`src/rtl/wavegen_pkg.sv`:
```
/*
 * Constants for the complementary waveform generator: mode codes, dead-band
 * width, clock rates and synchroniser depth.
 * Assumes one 20 MHz system clock; the fast oscillator rate is emulated.
 */
package wavegen_pkg;
    localparam int DB_WIDTH = 6;
    localparam int SYNC_STAGES = 3;
    localparam logic [2:0] MODE_STEER_ASYNC = 3'h0;
    localparam logic [2:0] MODE_STEER_SYNC = 3'h1;
    localparam logic [2:0] MODE_FULL_FWD = 3'h2;
    localparam logic [2:0] MODE_FULL_REV = 3'h3;
    localparam logic [2:0] MODE_HALF = 3'h4;
    localparam logic [2:0] MODE_PUSH_PULL = 3'h5;
    localparam int ACC_WIDTH = 26;
    localparam logic [ACC_WIDTH-1:0] SYS_CLK_HZ = 26'h1312D00;
    localparam logic [ACC_WIDTH-1:0] FAST_OSC_HZ = 26'h0F42400;
    localparam logic [3:0] OUT_RESET = 4'h0;
endpackage : wavegen_pkg

```
`src/rtl/deadband_timer.sv`:
```
/*
 * One dead-band timer: counts ticks from zero up to a limit after a start.
 * Assumes start and abort are single-cycle pulses on the same clock.
 */
`timescale 1ns/100ps
`default_nettype none
module deadband_timer import wavegen_pkg::*; #(
    parameter int WIDTH = DB_WIDTH
) (
    // clock and reset
    input wire logic clk_sys_i,
    input wire logic reset_n_i,
    // control
    input wire logic enable_i,
    input wire logic tick_i,
    input wire logic start_i,
    input wire logic abort_i,
    input wire logic [WIDTH-1:0] limit_i,
    // status
    output logic done_o
);
    logic [WIDTH-1:0] cnt_reg;
    logic run_reg;
    logic done_reg;

    always_ff @(posedge clk_sys_i or negedge reset_n_i) begin
        if (!reset_n_i) begin
            cnt_reg <= '0;
            run_reg <= 1'b0;
            done_reg <= 1'b0;
        end else if (start_i) begin
            cnt_reg <= '0;
            run_reg <= enable_i;
            done_reg <= !enable_i;
        end else if (abort_i) begin
            run_reg <= 1'b0;
            done_reg <= 1'b0;
        end else if (run_reg && tick_i) begin
            if (cnt_reg == limit_i) begin
                run_reg <= 1'b0;
                done_reg <= 1'b1;
            end else begin
                cnt_reg <= cnt_reg + 1'b1;
            end
        end
    end

    assign done_o = done_reg;

    count_reach_a: assert property (@(posedge clk_sys_i) disable iff (!reset_n_i)
        (run_reg && tick_i && cnt_reg == limit_i && !start_i && !abort_i) |=> done_o)
        else $error("dead band did not end at its limit");
    count_early_a: assert property (@(posedge clk_sys_i) disable iff (!reset_n_i)
        ($rose(done_reg) && $past(run_reg) && !$past(start_i)) |-> $past(cnt_reg) == $past(limit_i))
        else $error("dead band ended before its limit");
endmodule : deadband_timer
`default_nettype wire

```
`src/rtl/complementary_waveform_generator.sv`:
```
/*
 * Complementary waveform generator: steers one input waveform onto four
 * outputs in half-bridge, push-pull, full-bridge and steering modes.
 * Assumes control bits come from logic on clk_sys_i; the waveform and the
 * shutdown pin arrive unsynchronised.
 */
`timescale 1ns/100ps
`default_nettype none
module complementary_waveform_generator import wavegen_pkg::*; (
    // clock and reset
    input wire logic clk_sys_i,
    input wire logic reset_n_i,
    // input waveform
    input wire logic wave_data_i,
    // control
    input wire logic enable_i,
    input wire logic [2:0] mode_i,
    input wire logic clock_source_sel_i,
    input wire logic [3:0] output_polarity_i,
    input wire logic [3:0] steer_select_bits_i,
    input wire logic [3:0] steer_level_i,
    // dead band
    input wire logic [DB_WIDTH-1:0] rise_deadband_count_i,
    input wire logic [DB_WIDTH-1:0] fall_deadband_count_i,
    input wire logic rise_db_en_i,
    input wire logic fall_db_en_i,
    input wire logic db_load_req_i,
    // shutdown
    input wire logic shutdown_src_n_i,
    input wire logic shutdown_sw_i,
    input wire logic auto_restart_en_i,
    input wire logic shutdown_clear_i,
    input wire logic [3:0] override_level_i,
    // outputs
    output logic wave_out_a_o,
    output logic wave_out_b_o,
    output logic wave_out_c_o,
    output logic wave_out_d_o,
    output logic shutdown_active_o,
    output logic db_load_pending_o,
    output logic direction_rev_o
);
    // active-high request to pin level through a polarity bit
    function automatic logic [3:0] polar(input logic [3:0] act, input logic [3:0] pol);
        polar = ~(act ^ pol);
    endfunction : polar

    logic [SYNC_STAGES-1:0] in_sync_reg;
    logic [SYNC_STAGES-1:0] sd_sync_reg;
    logic in_lvl_reg;
    logic in_prev_reg;
    logic sd_lvl_reg;
    logic rise_evt;
    logic fall_evt;
    logic [ACC_WIDTH-1:0] acc_reg;
    logic [ACC_WIDTH-1:0] acc_sum;
    logic tick;
    logic [DB_WIDTH-1:0] rise_db_reg;
    logic [DB_WIDTH-1:0] fall_db_reg;
    logic load_pend_reg;
    logic shutdown_reg;
    logic sd_src;
    logic sd_now;
    logic pp_sel_reg;
    logic dir_reg;
    logic fb_hold_reg;
    logic [3:0] steer_reg;
    logic [3:0] steer_eff;
    logic full_mode;
    logic steer_mode;
    logic rise_start;
    logic rise_abort;
    logic fall_start;
    logic fall_abort;
    logic rise_done;
    logic fall_done;
    logic [3:0] act_next;
    logic [3:0] out_next;
    logic [3:0] out_reg;

    assign full_mode = (mode_i == MODE_FULL_FWD) || (mode_i == MODE_FULL_REV);
    assign steer_mode = (mode_i == MODE_STEER_ASYNC) || (mode_i == MODE_STEER_SYNC);

    // three stages; a change counts once stages two and three agree
    always_ff @(posedge clk_sys_i or negedge reset_n_i) begin
        if (!reset_n_i) begin
            in_sync_reg <= '0;
            sd_sync_reg <= '1;
        end else begin
            in_sync_reg <= {in_sync_reg[SYNC_STAGES-2:0], wave_data_i};
            sd_sync_reg <= {sd_sync_reg[SYNC_STAGES-2:0], shutdown_src_n_i};
        end
    end

    always_ff @(posedge clk_sys_i or negedge reset_n_i) begin
        if (!reset_n_i) begin
            in_lvl_reg <= 1'b0;
            in_prev_reg <= 1'b0;
            sd_lvl_reg <= 1'b1;
        end else begin
            if (in_sync_reg[1] == in_sync_reg[2]) begin
                in_lvl_reg <= in_sync_reg[2];
            end
            if (sd_sync_reg[1] == sd_sync_reg[2]) begin
                sd_lvl_reg <= sd_sync_reg[2];
            end
            in_prev_reg <= in_lvl_reg;
        end
    end

    assign rise_evt = in_lvl_reg && !in_prev_reg;
    assign fall_evt = !in_lvl_reg && in_prev_reg;

    // fast oscillator rate emulated by a fractional tick; no second clock domain
    assign acc_sum = acc_reg + FAST_OSC_HZ;
    assign tick = clock_source_sel_i ? (acc_sum >= SYS_CLK_HZ) : 1'b1;

    always_ff @(posedge clk_sys_i or negedge reset_n_i) begin
        if (!reset_n_i) begin
            acc_reg <= '0;
        end else if (!clock_source_sel_i) begin
            acc_reg <= '0;
        end else if (tick) begin
            acc_reg <= acc_sum - SYS_CLK_HZ;
        end else begin
            acc_reg <= acc_sum;
        end
    end

    // dead-band values: copied while disabled, else on a load at input fall
    always_ff @(posedge clk_sys_i or negedge reset_n_i) begin
        if (!reset_n_i) begin
            rise_db_reg <= '0;
            fall_db_reg <= '0;
        end else if (!enable_i || (load_pend_reg && fall_evt)) begin
            rise_db_reg <= rise_deadband_count_i;
            fall_db_reg <= fall_deadband_count_i;
        end
    end

    // a new load request wins over the fall that consumes the old one
    always_ff @(posedge clk_sys_i or negedge reset_n_i) begin
        if (!reset_n_i) begin
            load_pend_reg <= 1'b0;
        end else if (db_load_req_i && enable_i) begin
            load_pend_reg <= 1'b1;
        end else if (fall_evt || !enable_i) begin
            load_pend_reg <= 1'b0;
        end
    end

    // shutdown: a live source always wins over any restart or clear
    assign sd_src = !sd_lvl_reg || shutdown_sw_i;
    assign sd_now = sd_src || shutdown_reg;

    always_ff @(posedge clk_sys_i or negedge reset_n_i) begin
        if (!reset_n_i) begin
            shutdown_reg <= 1'b0;
        end else if (sd_src) begin
            shutdown_reg <= 1'b1;
        end else if (auto_restart_en_i ? rise_evt : shutdown_clear_i) begin
            shutdown_reg <= 1'b0;
        end
    end

    // push-pull sequencer; flips after each pulse so A takes the first
    always_ff @(posedge clk_sys_i or negedge reset_n_i) begin
        if (!reset_n_i) begin
            pp_sel_reg <= 1'b0;
        end else if (!enable_i || sd_now) begin
            pp_sel_reg <= 1'b0;
        end else if (mode_i == MODE_PUSH_PULL && fall_evt) begin
            pp_sel_reg <= !pp_sel_reg;
        end
    end

    // direction follows the low mode bit; in enabled full-bridge it switches only at an input rise
    always_ff @(posedge clk_sys_i or negedge reset_n_i) begin
        if (!reset_n_i) begin
            dir_reg <= 1'b0;
            fb_hold_reg <= 1'b0;
        end else if (!full_mode || !enable_i) begin
            dir_reg <= mode_i[0];
            fb_hold_reg <= 1'b0;
        end else if (rise_evt && (mode_i[0] != dir_reg)) begin
            dir_reg <= mode_i[0];
            fb_hold_reg <= 1'b1;
        end else if (fall_evt) begin
            fb_hold_reg <= 1'b0;
        end
    end

    // steering selection; the sync case also looks through on the rise itself
    always_ff @(posedge clk_sys_i or negedge reset_n_i) begin
        if (!reset_n_i) begin
            steer_reg <= '0;
        end else if (mode_i == MODE_STEER_ASYNC) begin
            steer_reg <= steer_select_bits_i;
        end else if (mode_i == MODE_STEER_SYNC && rise_evt) begin
            steer_reg <= steer_select_bits_i;
        end
    end

    assign steer_eff = (mode_i == MODE_STEER_SYNC && rise_evt) ? steer_select_bits_i : steer_reg;

    // timer starts: edges in half-bridge, direction changes in full-bridge
    always_comb begin
        rise_start = 1'b0;
        fall_start = 1'b0;
        rise_abort = fall_evt;
        fall_abort = fall_evt;
        if (mode_i == MODE_HALF) begin
            rise_start = rise_evt;
            fall_start = fall_evt;
            fall_abort = rise_evt;
        end else if (full_mode) begin
            rise_start = rise_evt && mode_i[0] && !dir_reg;
            fall_start = rise_evt && !mode_i[0] && dir_reg;
        end
    end

    deadband_timer #(
        .WIDTH(DB_WIDTH)
    ) rise_timer (
        .clk_sys_i(clk_sys_i),
        .reset_n_i(reset_n_i),
        .enable_i(rise_db_en_i),
        .tick_i(tick),
        .start_i(rise_start),
        .abort_i(rise_abort),
        .limit_i(rise_db_reg),
        .done_o(rise_done)
    );

    deadband_timer #(
        .WIDTH(DB_WIDTH)
    ) fall_timer (
        .clk_sys_i(clk_sys_i),
        .reset_n_i(reset_n_i),
        .enable_i(fall_db_en_i),
        .tick_i(tick),
        .start_i(fall_start),
        .abort_i(fall_abort),
        .limit_i(fall_db_reg),
        .done_o(fall_done)
    );

    // active-high drive request per output, bit 0 is A
    always_comb begin
        act_next = 4'h0;
        case (mode_i)
            MODE_HALF: begin
                act_next[0] = in_lvl_reg && rise_done;
                act_next[1] = !in_lvl_reg && fall_done;
                act_next[3:2] = act_next[1:0];
            end
            MODE_PUSH_PULL: begin
                act_next[0] = in_lvl_reg && !pp_sel_reg;
                act_next[1] = in_lvl_reg && pp_sel_reg;
                act_next[3:2] = act_next[1:0];
            end
            MODE_FULL_FWD, MODE_FULL_REV: begin
                if (!dir_reg) begin
                    act_next[0] = 1'b1;
                    act_next[3] = in_lvl_reg && (!fb_hold_reg || fall_done);
                end else begin
                    act_next[2] = 1'b1;
                    act_next[1] = in_lvl_reg && (!fb_hold_reg || rise_done);
                end
            end
            MODE_STEER_ASYNC, MODE_STEER_SYNC: begin
                act_next = {4{in_lvl_reg}} & steer_eff;
            end
            default: begin
                act_next = 4'h0;
            end
        endcase
    end

    // override levels ignore polarity; steering shutdown hits selected pins only
    always_comb begin
        out_next = polar(act_next, output_polarity_i);
        if (!enable_i) begin
            out_next = polar(4'h0, output_polarity_i);
        end else if (steer_mode) begin
            for (int i = 0; i < 4; i++) begin
                if (!steer_eff[i]) begin
                    out_next[i] = steer_level_i[i];
                end else if (sd_now) begin
                    out_next[i] = override_level_i[i];
                end
            end
        end else if (sd_now) begin
            out_next = override_level_i;
        end
    end

    always_ff @(posedge clk_sys_i or negedge reset_n_i) begin
        if (!reset_n_i) begin
            out_reg <= OUT_RESET;
        end else begin
            out_reg <= out_next;
        end
    end

    always_ff @(posedge clk_sys_i or negedge reset_n_i) begin
        if (!reset_n_i) begin
            shutdown_active_o <= 1'b0;
            db_load_pending_o <= 1'b0;
            direction_rev_o <= 1'b0;
        end else begin
            shutdown_active_o <= sd_now;
            db_load_pending_o <= load_pend_reg;
            direction_rev_o <= dir_reg;
        end
    end

    assign wave_out_a_o = out_reg[0];
    assign wave_out_b_o = out_reg[1];
    assign wave_out_c_o = out_reg[2];
    assign wave_out_d_o = out_reg[3];

    disabled_outputs_a: assert property (@(posedge clk_sys_i) disable iff (!reset_n_i)
        !enable_i |=> out_reg == ~$past(output_polarity_i))
        else $error("outputs not inactive while disabled");
    pp_reset_a: assert property (@(posedge clk_sys_i) disable iff (!reset_n_i)
        (!enable_i || sd_now) |=> !pp_sel_reg)
        else $error("push-pull sequencer not reset");
    pp_alternate_a: assert property (@(posedge clk_sys_i) disable iff (!reset_n_i)
        (enable_i && !sd_now && mode_i == MODE_PUSH_PULL && fall_evt)
        |=> pp_sel_reg != $past(pp_sel_reg))
        else $error("push-pull did not alternate");
    forward_static_a: assert property (@(posedge clk_sys_i) disable iff (!reset_n_i)
        (full_mode && !dir_reg) |-> act_next[2:0] == 3'h1)
        else $error("forward bridge static outputs wrong");
    reverse_static_a: assert property (@(posedge clk_sys_i) disable iff (!reset_n_i)
        (full_mode && dir_reg) |-> (act_next[0] == 1'b0 && act_next[3:2] == 2'h1))
        else $error("reverse bridge static outputs wrong");
    sync_steer_hold_a: assert property (@(posedge clk_sys_i) disable iff (!reset_n_i)
        (mode_i == MODE_STEER_SYNC && !rise_evt) |=> $stable(steer_reg))
        else $error("sync steering changed off an input rise");
    async_steer_a: assert property (@(posedge clk_sys_i) disable iff (!reset_n_i)
        (mode_i == MODE_STEER_ASYNC) |=> steer_reg == $past(steer_select_bits_i))
        else $error("async steering not applied next cycle");
    shutdown_force_a: assert property (@(posedge clk_sys_i) disable iff (!reset_n_i)
        (enable_i && sd_src && !steer_mode) |=> out_reg == $past(override_level_i))
        else $error("shutdown did not force override levels");
    half_deadband_a: assert property (@(posedge clk_sys_i) disable iff (!reset_n_i)
        (mode_i == MODE_HALF && fall_evt && fall_db_en_i) |-> !act_next[1])
        else $error("inverted output rose without dead band");
endmodule : complementary_waveform_generator
`default_nettype wire

```
`config.mk`:
```
export PLATFORM = sky130hd
export DESIGN_NAME = complementary_waveform_generator
export DESIGN_NICKNAME = d
export VERILOG_FILES = /design/src/rtl/wavegen_pkg.sv /design/src/rtl/deadband_timer.sv /design/src/rtl/complementary_waveform_generator.sv
export SDC_FILE = /design/constraint.sdc
export NUM_CORES = 1
export LEC_CHECK = 0
export BUFFER_PORTS_ARGS = -buffer_cell sky130_fd_sc_hd__buf_2
export CAP_MARGIN = 5
export CORE_ASPECT_RATIO = 0.9
export CORE_MARGIN = 2
export CORE_UTILIZATION = 50
export DETAILED_ROUTE_END_ITERATION = 12
export PLACE_DENSITY = 0.7
export SLEW_MARGIN = 20
export SYNTH_ARGS = -nofsm -noshare
export SYNTH_HDL_FRONTEND = slang
export SYNTH_SLANG_ARGS = --single-unit
```
`constraint.sdc`:
```
create_clock -name clk_sys_i -period 4.4 [get_ports clk_sys_i]
set_clock_uncertainty 0.2 [all_clocks]
set_input_delay 0.22 -clock clk_sys_i [delete_from_list [all_inputs] [get_ports clk_sys_i]]
set_output_delay 0.22 -clock clk_sys_i [all_outputs]
set_load 0.1 [all_outputs]
```
Word level (Yosys, flattened, before mapping). Cells that the tools add are included.

Register bits after elaboration: 79. Latch bits: 0. Bits in writable memories: 0. ROM bits: 0. Bits of input ports: 43. Output and inout bits: 7. Logic and storage cells: 166. Memories: 0.

Add/subtract/negate cells: 4. Multipliers: 0. Divide/modulo/power cells: 0. Order comparisons: 1. Equal/unequal tests: 14. Shifts and indexed selects: 0. Multiplexer cells: 61. Bitwise gates (word level): 4. Reductions and logical operators: 58.

Operators by type and width (count): two-way mux 26 bit (2); two-way mux 6 bit (8); two-way mux 1 bit (44); adder 26 x 24 -> 26 bit, second input constant (1); greater-or-equal comparator 26 x 25 -> 1 bit, second input constant (1); subtractor 26 x 25 -> 26 bit, second input constant (1); two-way mux 4 bit (5); logical AND 1 bit (19); case mux 4 bit (4 select lines) (1); nonzero test 3 bit (5); adder 6 x 1 -> 6 bit, second input constant (2); equality test 6 bit (2); nonzero test 2 bit (6); logical NOT 1 bit (11); logical OR 1 bit (10); inverter 4 bit (2); equality test 3 x 2 -> 1 bit, second input constant (2); equality test 3 bit, second input constant (2); != test 2 bit, second input constant (3); AND reduction 3 bit (2); AND 4 bit (1); AND reduction 2 bit (2); OR reduction 2 bit (2); bitwise XOR 4 bit (1); other kinds (6) (7).

Depth between registers and ports, before layout.
Depth in word-level cells: 12. Gate-level depth with buffers: 11. Depth with buffers taken out: 10.

Cells and area by module. A second synthesis with hierarchy kept.

Cell total of the unflattened synthesis: 502. Area, all modules: 4594.4 um^2.

Modules (own cells, without submodules): complementary_waveform_generator (instances 1, cells an instance 388, area an instance 3498.4 um^2, seq. area each 1381.3 um^2); deadband_timer (instances 2, cells an instance 57, area an instance 548.0 um^2, seq. area each 200.2 um^2).

Least setup slack after synthesis. Ideal clock, no wire load.

Path type: register to register. From: reg acc_reg[11]. To: reg fall_timer.cnt_reg[5]. Setup time: 0.125 ns. Data arrival time: 2.764 ns. Data required time: 4.075 ns. Setup slack: 1.310 ns. Cell stages (with the launch flop): 11. Path buffers: 1. Clock period less this slack: 3.090 ns. Cell sequence: dfrtp_1 -> ha_1 -> buf_6 -> a211o_1 -> and3_4 -> o21a_1 -> or2_1 -> o211a_4 -> a21oi_2 -> and3_1 -> mux2_4.

Word-level cells in the longest chain between the ends: 6.

RTL lines: start: declaration (line complementary_waveform_generator.sv:55) `logic [ACC_WIDTH-1:0] acc_reg;`; start signal: assignment (line complementary_waveform_generator.sv:124) `acc_reg <= acc_sum - SYS_CLK_HZ;`; start signal: assignment (line complementary_waveform_generator.sv:126) `acc_reg <= acc_sum;`; adder 26 x 24 -> 26 bit (line complementary_waveform_generator.sv:115) `assign acc_sum = acc_reg + FAST_OSC_HZ;`; greater-or-equal comparator 26 x 25 -> 1 bit (line complementary_waveform_generator.sv:116) `assign tick = clock_source_sel_i ? (acc_sum >= SYS_CLK_HZ) : 1'b1;`; two-way mux 1 bit (line complementary_waveform_generator.sv:116); logical AND 1 bit (line deadband_timer.sv:38) `end else if (run_reg && tick_i) begin`; nonzero test 2 bit (no source line); AND reduction 3 bit (no source line); end signal: assignment (line deadband_timer.sv:43) `cnt_reg <= cnt_reg + 1'b1;`; end: declaration (line deadband_timer.sv:22) `logic [WIDTH-1:0] cnt_reg;`.

Every way passes these cells. A chain may end at the register's enable or synchronous reset.

Worst setup path after layout.
From: reg acc_reg[10]. To: reg acc_reg[12].

Word-level cells in the longest chain between the ends: 5. Elaborated cells on any way between the ends: 6. Classes of those cells: add/sub (2); order compare (1); mux (3).

RTL lines: adder 26 x 24 -> 26 bit * (line complementary_waveform_generator.sv:115); greater-or-equal comparator 26 x 25 -> 1 bit (line complementary_waveform_generator.sv:116); two-way mux 1 bit (line complementary_waveform_generator.sv:116); two-way mux 26 bit * (line complementary_waveform_generator.sv:123) `end else if (tick) begin`; two-way mux 26 bit * (line complementary_waveform_generator.sv:121) `end else if (!clock_source_sel_i) begin`.

Every way passes the cells marked *; elsewhere a longest branch is shown, timed or not.

==> results.yml <==
synth:
  ys_types: 84
  synth_fa_ha_area_share_pct: 2.18
  ys_seq_elements: 71
  synthesis.nets: 488
  synth_simple_gate_area_share_pct: 17.4
  synth.area.mux_share_pct: 7.81
  synth_top_family_by_area: "compound AO/OA/AOI/OAI gates"
  synth.avg_cell_area_sq_um: 9.92
  yosysSeqAreaShare_pct: 40.9
  synth-main-ff-cell: "dfrtp_1"
  synth-async-reset-ratio_pct: 100
  synth_edf_count: 0
  syn-cell-area_sq_um: 4360
  netlist_instances: 439
  synthXorXnorAreaFrac_pct: 9.05
  yosys_warnings: 0
  synth_compound_area_share_pct: 19.3
global_routing:
  grt_max_degree: 38
  grt_overflow_total: 0
  antenna_found_initial: 0
  grt.total_usage_pct: 21.7
  grt_pass1_wl_um: 16200
  grt_pass1_vias: 3435
finish:
  layout-drive-gt1-share_pct: 22.0
  num_antenna_cells: 0
  fin_nets: 562
  syn_to_final_growth_pct: 19.7
  largest_reg_flops: 18
power:
  power.density_nw_per_um2: 592
  ir_worst_vdd_v: 0.000281
  leakagePower_nw: 2.24
  p_int_mw: 1.82
  p_seq_share_pct: 31.9
  p_total_mw: 3.09
  p_comb_share_pct: 47.6
  p_sw_share_pct: 41.0
  pwr-share-clk_pct: 20.5
  switching_power_mw: 1.27
sta:
  final_max_slew_viol_count: 0
  finalHoldViolCount: 0
  setup_viol: 0
  worst_slew_pin_slew_ns: 0.908
  period_needed_ns: 3.49
  post-route-period-util_pct: 79.2
  fin_setup_tns_ns: 0
  rsz0062_at_grt: "no"
  relSlewSlack_pct: 39.3
  fmax_mhz: 287
floorplanning:
  rows: 32
  core_sq_um: 8530
  die-area_sq_um: 9470
  die_h_um: 92.5
  pin_count: 50
  die_width_um: 102
  start_util_pct: 51.1
clocking:
  tritoncts: "yes"
  postCtsSetupBuffers: 0
  numCtsBuffers: 9
  clk_latency_ns: 0.35
  clockBufferDepth: 2
  htree_levels: 3
  cts-root-buf: "clkbuf_8"
  clkTransAtPathRegs_ns: 0.09
  cts_sinks: 71
  cts-resized-gates: 0
drt:
  drt-total-wl_um: 9560
  dr.pass1.iters: 4
  ant_nets: 0
  viasPerCell: 5.47
  drt_iter0_drc: 105
  drcViolationCount: 0
  vias: 3484
  wl_per_cell_um: 15.0
critical_path:
  cp.arrival_ns: 3.53
  worstSetupStartpointType: "flip-flop"
  path_class: "flip-flop to flip-flop"
  rr_worst_depth: 9
  path_max_fanout: 10
  critPathCaptureType: "flip-flop"
  cp.required_ns: 4.45
run:
  maxCapViolations: 0
worst_hold_path:
  hp-class: "input pin to flip-flop"
  min_delay_path_depth: 2
placement:
  place.port_buffers: 49
  post-dp-hpwl_um: 6590
  gp_congestion: 0.864
outcome:
  status: "complete, no violations"
==> synthesized netlist by cell type (8+ instances only) <==
master	count	area, sq um
dfrtp_1	67	1680
and2_1	12	75.1
nor2b_1	8	50.1
mux2i_1	13	130
clkbuf_1	8	30.0
inv_1	13	48.8
xor2_1	11	96.3
xnor2_1	34	298
nand3_1	10	50.1
a21oi_1	25	125
nor2_1	33	124
nand2_1	31	116
mux2_2	16	180
o21ai_0	18	90.1
==> final cells by class <==
cell class,instances,area (sq um)
sequential,71,1780
multi-input combinational,337,2430
timing repair buffer,81,563
clock buffer,10,128
clock inverter,6,109
fill,729,3320
inverter,13,48.8
tap,119,149
==> critical path, stage by stage (launching register included) <==
cell,delay (ns)
dfrtp_1,0.51
ha_1,0.39
a211o_1,0.40
and3_4,0.22
nor3_1,0.42
or2_1,0.25
o21a_1,0.38
nand2_2,0.20
and3_1,0.24
o21a_1,0.16
==> timing repair <==
item                                    in CTS  in global routing
endpoints found under the hold margin       58                  0
hold buffers                                31                  0
endpoints found under the setup margin       0                  0
==> cell usage in the layout (no fill, tap or decap), types with 4 or more instances in the layout <==
master / instances
nand2b_1: 6
dfrtp_1: 67
inv_1: 13
buf_2: 49
dfstp_2: 4
o21a_1: 7
a31oi_1: 5
nor2b_1: 8
xnor2_1: 34
nor2_1: 33
o21ai_0: 17
nand2_1: 31
and2_1: 12
dlygate4sd3_1: 31
clkbuf_8: 9
ha_1: 6
xor2_1: 11
a21oi_1: 25
nand4_1: 5
and3_1: 7
mux2_2: 16
nor3_1: 4
nand3_1: 10
mux2i_1: 13
o31ai_1: 4
==> final timing paths <==
| kind | start | to | slack (ns) |
|---|---|---|---|
| max | acc_reg[10]$_DFF_PN0_ | acc_reg[12]$_DFF_PN0_ | 0.91 |
| min | clock_source_sel_i | acc_reg[25]$_DFF_PN0_ | 0.05 |
| max reg2reg | acc_reg[10]$_DFF_PN0_ | acc_reg[12]$_DFF_PN0_ | 0.91 |
| min reg2reg | sd_sync_reg[0]$_DFF_PN1_ | sd_sync_reg[1]$_DFF_PN1_ | 0.16 |
| max in group asynchronous | reset_n_i | rise_timer.cnt_reg[0]$_DFFE_PN0P_ | 2.70 |
| min in group asynchronous | reset_n_i | acc_reg[14]$_DFF_PN0_ | 0.30 |
==> metal layers <==
layer	up-vias	share of wire [%]	global-route usage, %
met2	61	49	35.8
met3	9	2.9	4.38
met1	1685	47	29.8
met5	-	0	0
met4	0	1.1	4.56
li1	1729	-	-
==> power groups by stage <==
stage,Combinational [mW],Clock [mW],Sequential (mW)
floorplan,1.24,0,0.930
global placement,1.41,0,0.982
detailed placement,1.44,0,0.991
CTS,1.47,0.646,0.979
global route,1.64,0.669,1.00
finish,1.47,0.633,0.983
==> kinds of logic (layout without fill, tap and decap cells) <==
family	after synthesis	after routing
and+or+nand+nor	142	142
muxes	31	31
xor gates and xnor gates	45	45
AOI/OAI and AO/OA	111	111
buffers and inverters	31	110
adders and majority gates	8	8
DFF	71	71
==> per-stage QoR <==
stage / utilization (%) / setup slack (ns) / area (sq um) / hold WS, ns / cells
6_report: 61.1 / 0.914 / 5210 / 0.0542 / 637
3_3_place_gp: 54.7 / 1.09 / 4660 / 0.126 / 590
3_5_place_dp: 54.7 / 0.958 / 4660 / 0.127 / 590
4_1_cts: 61.1 / 0.894 / 5210 / 0.0258 / 637
2_1_floorplan: - / 1.31 / 4360 / -0.276 / 439
5_1_grt: 61.1 / 0.653 / 5210 / 0.0759 / 637
No activity file was read; power rests on OpenSTA's default activity.
